### config.mk
export PLATFORM = sky130hd
export DESIGN_NAME = tmt_timer
export DESIGN_NICKNAME = d
export VERILOG_FILES = /design/src/tmt_pkg.sv /design/src/tmt_sync_if.sv /design/src/tmt_timer.sv /design/src/tmt_pin_sync.sv
export SDC_FILE = /design/constraint.sdc
export NUM_CORES = 1
export LEC_CHECK = 0
export ABC_AREA = 1
export BUFFER_PORTS_ARGS = -buffer_cell sky130_fd_sc_hd__buf_2
export CAP_MARGIN = 40
export CORE_ASPECT_RATIO = 2
export CORE_MARGIN = 1.5
export CORE_UTILIZATION = 47
export DETAILED_ROUTE_END_ITERATION = 12
export GPL_TIMING_DRIVEN = 0
export PLACE_DENSITY = 0.7
export SKIP_CTS_REPAIR_TIMING = 1
export SLEW_MARGIN = 20
export SYNTH_ARGS = -nofsm -noshare
export SYNTH_HDL_FRONTEND = slang
export SYNTH_SLANG_ARGS = --single-unit
### constraint.sdc
create_clock -name clk_i -period 5 [get_ports clk_i]
set_clock_uncertainty 0.1 [all_clocks]
set_input_delay 0.5 -clock clk_i [delete_from_list [all_inputs] [get_ports clk_i]]
set_output_delay 0.5 -clock clk_i [all_outputs]
set_load 0.02 [all_outputs]
### src/tmt_pkg.sv
// Constants, register map and types for the reload timer with clock output
// How it works
// - Sixteen-bit count from two cascaded bytes
// - Select bit picks divide-by-12 clock or pin
// - Counting runs only while run bit set
// - Three modes from clock and reload selects
// - Down-count clear gives plain up reload timer
// - Direction pin high up, low down
// - Overflow at ffff sets flag, interrupts, reloads
// - Down match with reload sets flag, loads ffff
// - External flag toggles per reload-mode wrap with down-count set, no interrupt
// - Clock-out increments at half peripheral clock
// - Clock-out overflows reload, raise no interrupt
// - Output clock is fclk over 4(65536-reload)
// - Clock-out drives the count pin
// - Baud generation and clock-out share reload
// - Overflow flag set only with serial selects clear
// - Counter mode counts falling pin edges
package tmt_pkg;
  localparam logic [7:0] ADR_CTRL   = 8'hc8;
  localparam logic [7:0] ADR_MODE   = 8'hc9;
  localparam logic [7:0] ADR_RLL    = 8'hca;
  localparam logic [7:0] ADR_RLH    = 8'hcb;
  localparam logic [7:0] ADR_CNTL   = 8'hcc;
  localparam logic [7:0] ADR_CNTH   = 8'hcd;
  localparam logic [7:0] ADR_IRQST  = 8'hd0;
  localparam logic [7:0] ADR_IRQMSK = 8'hd4;
  localparam int B_OVF   = 7;
  localparam int B_EXF   = 6;
  localparam int B_RCLK  = 5;
  localparam int B_TX_CLOCK_SELECT  = 4;
  localparam int B_EXEN  = 3;
  localparam int B_RUN   = 2;
  localparam int B_CSEL  = 1;
  localparam int B_CPRL  = 0;
  localparam int B_OE    = 1;
  localparam int B_DOWN_COUNT_ENABLE  = 0;
  localparam int IRQ_OVF = 0;
  localparam int IRQ_EXF = 1;
  localparam logic [7:0]  CTRL_RST  = 8'h00;
  localparam logic [7:0]  BYTE_RST  = 8'h00;
  localparam logic [15:0] CNT_MAX   = 16'hffff;
  localparam logic [31:0] BUS_ZERO  = 32'h0000_0000;
  localparam int          PRESCALE  = 12;
  localparam int          HALF_DIV  = 2;
  typedef enum logic [2:0] {
    TMT_CAPTURE = 3'b001,
    TMT_RELOAD  = 3'b010,
    TMT_BAUD    = 3'b100
  } tmt_mode_t;
endpackage : tmt_pkg

### src/tmt_sync_if.sv
// Synchronised pin samples passed from the pin stage to the timer core
`timescale 1ns/10ps
interface tmt_sync_if;
  logic cnt_fall;
  logic dir_lvl;
  modport src (output cnt_fall, output dir_lvl);
  modport dst (input cnt_fall, input dir_lvl);
endinterface : tmt_sync_if

### src/tmt_timer.sv
// Reload timer core with up/down counting, clock output and Wishbone registers
//
// Local design decision: the Wishbone register port.
`timescale 1ns/10ps
module tmt_timer
  import tmt_pkg::*;
#(
  parameter int PRE_DIV = PRESCALE
)
(
  input  wire logic        clk_i,
  input  wire logic        rst_i,
  input  wire logic        cyc_i,
  input  wire logic        stb_i,
  input  wire logic        we_i,
  input  wire logic [7:0]  adr_i,
  input  wire logic [3:0]  sel_i,
  input  wire logic [31:0] dat_i,
  output logic      [31:0] dat_o,
  output logic             ack_o,
  output logic             err_o,
  input  wire logic        count_pin_i,
  output logic             count_pin_o,
  output logic             count_pin_oe_o,
  input  wire logic        direction_pin_i,
  output logic             irq_o
);
  tmt_sync_if sy ();

  tmt_pin_sync u_sync (
    .clk_i           (clk_i),
    .rst_i           (rst_i),
    .count_pin_i     (count_pin_i),
    .direction_pin_i (direction_pin_i),
    .sy              (sy)
  );

  logic [7:0]  timer_two_control_q;
  logic [1:0]  timer_two_mode_reg_q;
  logic [7:0]  reload_low_byte_q;
  logic [7:0]  reload_high_byte_q;
  logic [7:0]  count_low_byte_q;
  logic [7:0]  count_high_byte_q;
  logic [1:0]  irq_stat_q;
  logic [1:0]  irq_mask_q;
  logic [7:0]  pre_q;
  logic        half_q;
  logic        clk_out_q;
  logic        ack_q;
  logic [31:0] dat_q;

  logic        wr;
  logic        rd;
  logic        tick;
  logic        up;
  logic        clkout;
  logic        baud;
  logic        wrap;
  logic [15:0] cnt;
  logic [15:0] rld;
  logic [15:0] cnt_d;
  tmt_mode_t   mode;

  function automatic logic hit(input logic [7:0] a, input logic [7:0] o);
    return a == o;
  endfunction : hit

  function automatic logic known(input logic [7:0] a);
    return hit(a, ADR_CTRL) | hit(a, ADR_MODE) | hit(a, ADR_RLL) | hit(a, ADR_RLH)
         | hit(a, ADR_CNTL) | hit(a, ADR_CNTH) | hit(a, ADR_IRQST) | hit(a, ADR_IRQMSK);
  endfunction : known

  // Write lands at the edge where the master samples ack
  assign wr  = cyc_i & stb_i & we_i & sel_i[0] & ack_q & known(adr_i);
  assign rd  = cyc_i & stb_i & ~ack_q;
  assign cnt = {count_high_byte_q, count_low_byte_q};
  assign rld = {reload_high_byte_q, reload_low_byte_q};

  // Mode decode from serial-clock selects and capture/reload select
  always_comb
  begin
    baud = timer_two_control_q[B_RCLK] | timer_two_control_q[B_TX_CLOCK_SELECT];
    if (baud)
      mode = TMT_BAUD;
    else if (timer_two_control_q[B_CPRL])
      mode = TMT_CAPTURE;
    else
      mode = TMT_RELOAD;
  end

  assign clkout = timer_two_mode_reg_q[B_OE] & ~timer_two_control_q[B_CSEL];

  // Source tick: divided clock, pin fall, or half rate for clock-out
  always_comb
  begin
    if (!timer_two_control_q[B_RUN])
      tick = 1'b0;
    else if (clkout || baud)
      tick = half_q;
    else if (timer_two_control_q[B_CSEL])
      tick = sy.cnt_fall;
    else
      tick = (pre_q == 8'(PRE_DIV - 1));
  end

  assign up = ~timer_two_mode_reg_q[B_DOWN_COUNT_ENABLE] | sy.dir_lvl | clkout | baud;

  always_comb
  begin
    cnt_d = cnt;
    wrap  = 1'b0;
    if (tick)
    begin
      if (up)
      begin
        if (cnt == CNT_MAX)
        begin
          wrap  = 1'b1;
          cnt_d = rld;
        end
        else
          cnt_d = cnt + 16'h0001;
      end
      else if (cnt == rld)
      begin
        wrap  = 1'b1;
        cnt_d = CNT_MAX;
      end
      else
        cnt_d = cnt - 16'h0001;
    end
  end

  always_ff @(posedge clk_i)
  begin
    if (rst_i)
    begin
      pre_q  <= BYTE_RST;
      half_q <= 1'b0;
    end
    else
    begin
      half_q <= ~half_q;
      if (pre_q == 8'(PRE_DIV - 1))
        pre_q <= BYTE_RST;
      else
        pre_q <= pre_q + 8'h01;
    end
  end

  always_ff @(posedge clk_i)
  begin
    if (rst_i)
    begin
      count_low_byte_q  <= BYTE_RST;
      count_high_byte_q <= BYTE_RST;
    end
    else if (wr && hit(adr_i, ADR_CNTL))
      count_low_byte_q <= dat_i[7:0];
    else if (wr && hit(adr_i, ADR_CNTH))
      count_high_byte_q <= dat_i[7:0];
    else
    begin
      count_low_byte_q  <= cnt_d[7:0];
      count_high_byte_q <= cnt_d[15:8];
    end
  end

  // Clock output toggles on each overflow: period 4(65536-reload) clocks
  always_ff @(posedge clk_i)
  begin
    if (rst_i)
      clk_out_q <= 1'b0;
    else if (!clkout)
      clk_out_q <= 1'b0;
    else if (wrap)
      clk_out_q <= ~clk_out_q;
  end

  assign count_pin_o    = clk_out_q;
  assign count_pin_oe_o = clkout;

  // Control register: hardware sets OVF, winning over a software write, and toggles EXF from the value written in the same cycle
  always_ff @(posedge clk_i)
  begin
    if (rst_i)
      timer_two_control_q <= CTRL_RST;
    else
    begin
      if (wr && hit(adr_i, ADR_CTRL))
        timer_two_control_q <= dat_i[7:0];
      if (wrap && !baud && !clkout)
        timer_two_control_q[B_OVF] <= 1'b1;
      if (wrap && timer_two_mode_reg_q[B_DOWN_COUNT_ENABLE] && mode == TMT_RELOAD)
        timer_two_control_q[B_EXF] <= ~timer_two_control_q[B_EXF] ^
          (wr && hit(adr_i, ADR_CTRL) && dat_i[B_EXF] != timer_two_control_q[B_EXF]);
    end
  end

  always_ff @(posedge clk_i)
  begin
    if (rst_i)
    begin
      timer_two_mode_reg_q <= 2'h0;
      reload_low_byte_q    <= BYTE_RST;
      reload_high_byte_q   <= BYTE_RST;
      irq_mask_q           <= 2'h0;
    end
    else if (wr)
    begin
      if (hit(adr_i, ADR_MODE))
        timer_two_mode_reg_q <= dat_i[1:0];
      if (hit(adr_i, ADR_RLL))
        reload_low_byte_q <= dat_i[7:0];
      if (hit(adr_i, ADR_RLH))
        reload_high_byte_q <= dat_i[7:0];
      if (hit(adr_i, ADR_IRQMSK))
        irq_mask_q <= dat_i[1:0];
    end
  end

  // Sticky interrupt status, write one to clear; new event wins
  always_ff @(posedge clk_i)
  begin
    if (rst_i)
      irq_stat_q <= 2'h0;
    else
    begin
      if (wr && hit(adr_i, ADR_IRQST))
        irq_stat_q <= irq_stat_q & ~dat_i[1:0];
      if (wrap && !baud && !clkout)
        irq_stat_q[IRQ_OVF] <= 1'b1;
    end
  end

  assign irq_o = |(irq_stat_q & irq_mask_q);

  always_ff @(posedge clk_i)
  begin
    if (rst_i)
    begin
      ack_q <= 1'b0;
      dat_q <= BUS_ZERO;
    end
    else
    begin
      ack_q <= rd & known(adr_i);
      dat_q <= BUS_ZERO;
      if (rd)
      begin
        case (1'b1)
          hit(adr_i, ADR_CTRL):   dat_q[7:0] <= timer_two_control_q;
          hit(adr_i, ADR_MODE):   dat_q[1:0] <= timer_two_mode_reg_q;
          hit(adr_i, ADR_RLL):    dat_q[7:0] <= reload_low_byte_q;
          hit(adr_i, ADR_RLH):    dat_q[7:0] <= reload_high_byte_q;
          hit(adr_i, ADR_CNTL):   dat_q[7:0] <= count_low_byte_q;
          hit(adr_i, ADR_CNTH):   dat_q[7:0] <= count_high_byte_q;
          hit(adr_i, ADR_IRQST):  dat_q[1:0] <= irq_stat_q;
          hit(adr_i, ADR_IRQMSK): dat_q[1:0] <= irq_mask_q;
          default:                dat_q      <= BUS_ZERO;
        endcase
      end
    end
  end

  logic err_q;
  always_ff @(posedge clk_i)
  begin
    if (rst_i)
      err_q <= 1'b0;
    else
      err_q <= rd & ~known(adr_i) & ~err_q;
  end

  assign ack_o = ack_q;
  assign err_o = err_q;
  assign dat_o = dat_q;
endmodule : tmt_timer

### src/tmt_pin_sync.sv
// Three-stage pin synchroniser with falling-edge detect
`timescale 1ns/10ps
module tmt_pin_sync
  import tmt_pkg::*;
(
  input  wire logic clk_i,
  input  wire logic rst_i,
  input  wire logic count_pin_i,
  input  wire logic direction_pin_i,
  tmt_sync_if.src   sy
);
  logic [2:0] cnt_q;
  logic [2:0] dir_q;
  logic       cnt_lvl_q;
  logic       dir_lvl_q;

  always_ff @(posedge clk_i)
  begin
    if (rst_i)
    begin
      cnt_q <= 3'h7;
      dir_q <= 3'h7;
    end
    else
    begin
      cnt_q <= {cnt_q[1:0], count_pin_i};
      dir_q <= {dir_q[1:0], direction_pin_i};
    end
  end

  // A level counts once stages two and three agree
  always_ff @(posedge clk_i)
  begin
    if (rst_i)
    begin
      cnt_lvl_q <= 1'b1;
      dir_lvl_q <= 1'b1;
    end
    else
    begin
      if (cnt_q[1] == cnt_q[2])
        cnt_lvl_q <= cnt_q[2];
      if (dir_q[1] == dir_q[2])
        dir_lvl_q <= dir_q[2];
    end
  end

  assign sy.cnt_fall = cnt_lvl_q & ~cnt_q[2] & ~cnt_q[1];
  assign sy.dir_lvl  = dir_lvl_q;
endmodule : tmt_pin_sync

==> flow_metrics.py <==
metrics = {
    "synth": {
        "synth_edf_count": 0,
        "async_flop_share": 0,
        "yosysWarnings": 0,
        "synth.avg_cell_area_sq_um": 6.26,
        "yosys_register_bits": 74,
        "synthCells": 785,
        "synth_fa_ha_area_frac": 0.00764,
        "synthFlopType": "dfxtp_1",
        "synth_top_family_by_area": "simple AND/OR/NAND/NOR gates",
        "synth_top_area_cell": "dfxtp_1",
        "synth_simple_gate_area_share": 0.365,
        "synth_top_area_share": 0.302,
        "yosys-top-cells-area": "dfxtp_1 30%, nand2_1 16%, a21oi_1 7.0%",
        "yosysMostFrequentCell": "nand2_1",
        "synth_compound_area_frac": 0.146,
        "muxShareOfSynthArea": 0,
        "synth-seq-area-share": 0.302,
        "ys_top_cells_by_count": "203 x nand2_1, 89 x nor2_1, 83 x inv_1, 74 x dfxtp_1, 69 x a21oi_1",
        "syn_area_sq_um": 4910,
        "synth_cell_types": 37,
        "synth-xor-area-share": 0.0321,
    },
    "grt": {
        "antenna_found_initial": 0,
        "grt-ovfl-total": 0,
        "grtUsageTotal": 0.327,
        "grt_max_degree": 16,
        "grt_first_pass_wirelength_um": 26800,
        "grt_pass1_vias": 5267,
    },
    "place": {
        "io_buffers": 36,
        "place_area_sq_um": 5350,
        "dp.final_hpwl_um": 13300,
        "pre_cts_ws_ns": 2.72,
        "gp_congestion": 1.00,
    },
    "clock_tree": {
        "cts_tree": "yes",
        "cts_sinks": 74,
        "htreeDepth": 3,
        "clkLatencyLatePin_ns": 0.35,
        "cts_buffers": 9,
        "clk_path_buf_depth": 2,
        "cts.clk_slew.worst_paths_ns": 0.07,
        "cts-root-buf": "clkbuf_16",
    },
    "worst_setup_path": {
        "setup.worst_path.start": "count_high_byte_q[0]",
        "arrival_ns": 2.44,
        "crit_required_ns": 5.14,
        "reg2reg_from": "count_high_byte_q[0]",
        "startpoint_type": "flop",
        "crit_path_end_kind": "flop",
        "cp_max_fo": 10,
        "critPathKind": "reg -> reg",
    },
    "floorplanning": {
        "die_h_um": 148,
        "die_w_um": 75.3,
        "core_sq_um": 10100,
        "placementRows": 52,
        "die-area_sq_um": 11100,
        "start_util": 0.484,
        "ios": 88,
    },
    "routing": {
        "drtIter0Drc": 390,
        "antenna_left": 0,
        "maxUsedRoutingLayer": "met4",
        "viasPerCell": 5.37,
        "vias": 5341,
        "wire_per_inst_um": 17.3,
        "dr.pass1.iters": 5,
        "wl_met1_um": 6120,
        "wl_met2_um": 8890,
        "routed_wl_um": 17200,
        "drc": 0,
        "dr_wl_met3_um": 732,
    },
    "cells_and_area": {
        "diodes": 0,
        "drive_above_1_share": 0.167,
        "area_delta_synth_final_pct": 15.2,
        "fillers": 1074,
        "fin_nets": 909,
        "stdcell_area_sq_um": 5660,
        "final_core_util": 0.557,
    },
    "run": {
        "cap_violations": 0,
    },
    "min_path": {
        "min_from": "count_pin_i",
        "hold_path_class": "in -> reg",
    },
    "sta": {
        "max_freq_ghz": 0.435,
        "final.period_utilization": 0.460,
        "worst_pin_slew_ns": 0.782,
        "worst_slack_ns": 2.70,
        "fin_setup_tns_ns": 0,
        "setup_violations": 0,
        "rsz0062_at_grt": "false",
        "max-slew-margin-rel": 0.479,
        "min_period_ns": 2.30,
        "maxSlewViolCount": 0,
        "worst_hold_slack_ns": 0.237,
        "hold_viol": 0,
    },
    "power_and_ir_drop": {
        "p_leak_uw": 0.00269,
        "power_density_nw_per_um2": 244,
        "peakVddDrop_mv": 0.258,
    },
    "outcome": {
        "status": "finished, final reports clean",
    },
}
## layout make-up
cell class,count,area [sq um],area share
multi-input cells,588,2800,0.495
flip-flops and latches,74,1480,0.262
inverters,96,363,0.0641
plain buffers,50,355,0.0628
clock buffers,9,225,0.0398
repair buffers,36,180,0.0318
well taps,135,169,0.0299
clock inverters,7,83.8,0.0148
## cells by family after synthesis
family / after synthesis
compound gates: 137
xor+xnor: 18
fa+ha+maj: 3
buf+inv: 146
flops: 74
other cells: 1
simple gates: 406
## placed cells by master (no fill, tap or decap), types with 3 or more instances in the layout
cell	n
or2_2	6
o221ai_1	3
nor2_1	89
clkbuf_16	9
dfxtp_1	74
a21oi_1	69
nand3_2	3
clkbuf_1	6
buf_6	4
buf_4	35
conb_1	24
inv_2	12
o21ai_1	11
o211ai_1	4
nand2_1	203
buf_2	41
xor2_1	17
nand2_2	6
nand2_4	4
nand4_1	14
o21ai_0	44
nor2_2	10
ha_1	3
inv_1	83
o22ai_1	3
nand3_1	52
nor3_1	9
nor3b_1	3
## report_power, final
part | leakage, uW | total, uW | switching [uW] | internal (uW)
Sequential | 0.000598 | 597 | 2.64 | 594
Combinational | 0.00195 | 91.4 | 61.8 | 29.6
Clock | 0.000149 | 693 | 297 | 396
## metal layers
metal	vias up	track usage
li1	2599	-
met1	2453	0.334
met2	202	0.561
met3	87	0.0477
met4	0	0.262
met5	-	0
## state kept, by name, summed over array words and instances (netlist names), 2 cells and up
signal and flops:
count_low_byte_q 8, reload_high_byte_q 8, count_high_byte_q 8, reload_low_byte_q 8, u_sync.dir_q 3, timer_two_control_q 8
irq_stat_q 2, u_sync.cnt_q 3, timer_two_mode_reg_q 2, irq_mask_q 2, dat_o 8, pre_q 8
## worst paths after layout
check        slack, ns  depth (start not counted)                      to
min               0.24                          2         u_sync.cnt_q[0]
min reg2reg       0.31                          1         u_sync.dir_q[1]
max reg2reg       2.70                         12  timer_two_control_q[6]
max               2.70                         12  timer_two_control_q[6]
## per-stage QoR
stage	cells	power, uW
floorplan	808	666
global placement	979	698
detailed placement	979	699
CTS	995	1380
global route	995	1410
finish	995	1380
## critical path, stage by stage, from the launching register on
cell and delay (ns):
dfxtp_1 0.31, buf_2 0.19, inv_1 0.19, nand2_1 0.10, nand2_1 0.06, nor2_1 0.09
nand2_1 0.05, nor2_1 0.21, nand2_2 0.26, nand2_4 0.23, nand4_1 0.14, o21ai_0 0.21
nor2_1 0.06
(Power assumes the default switching activity.)
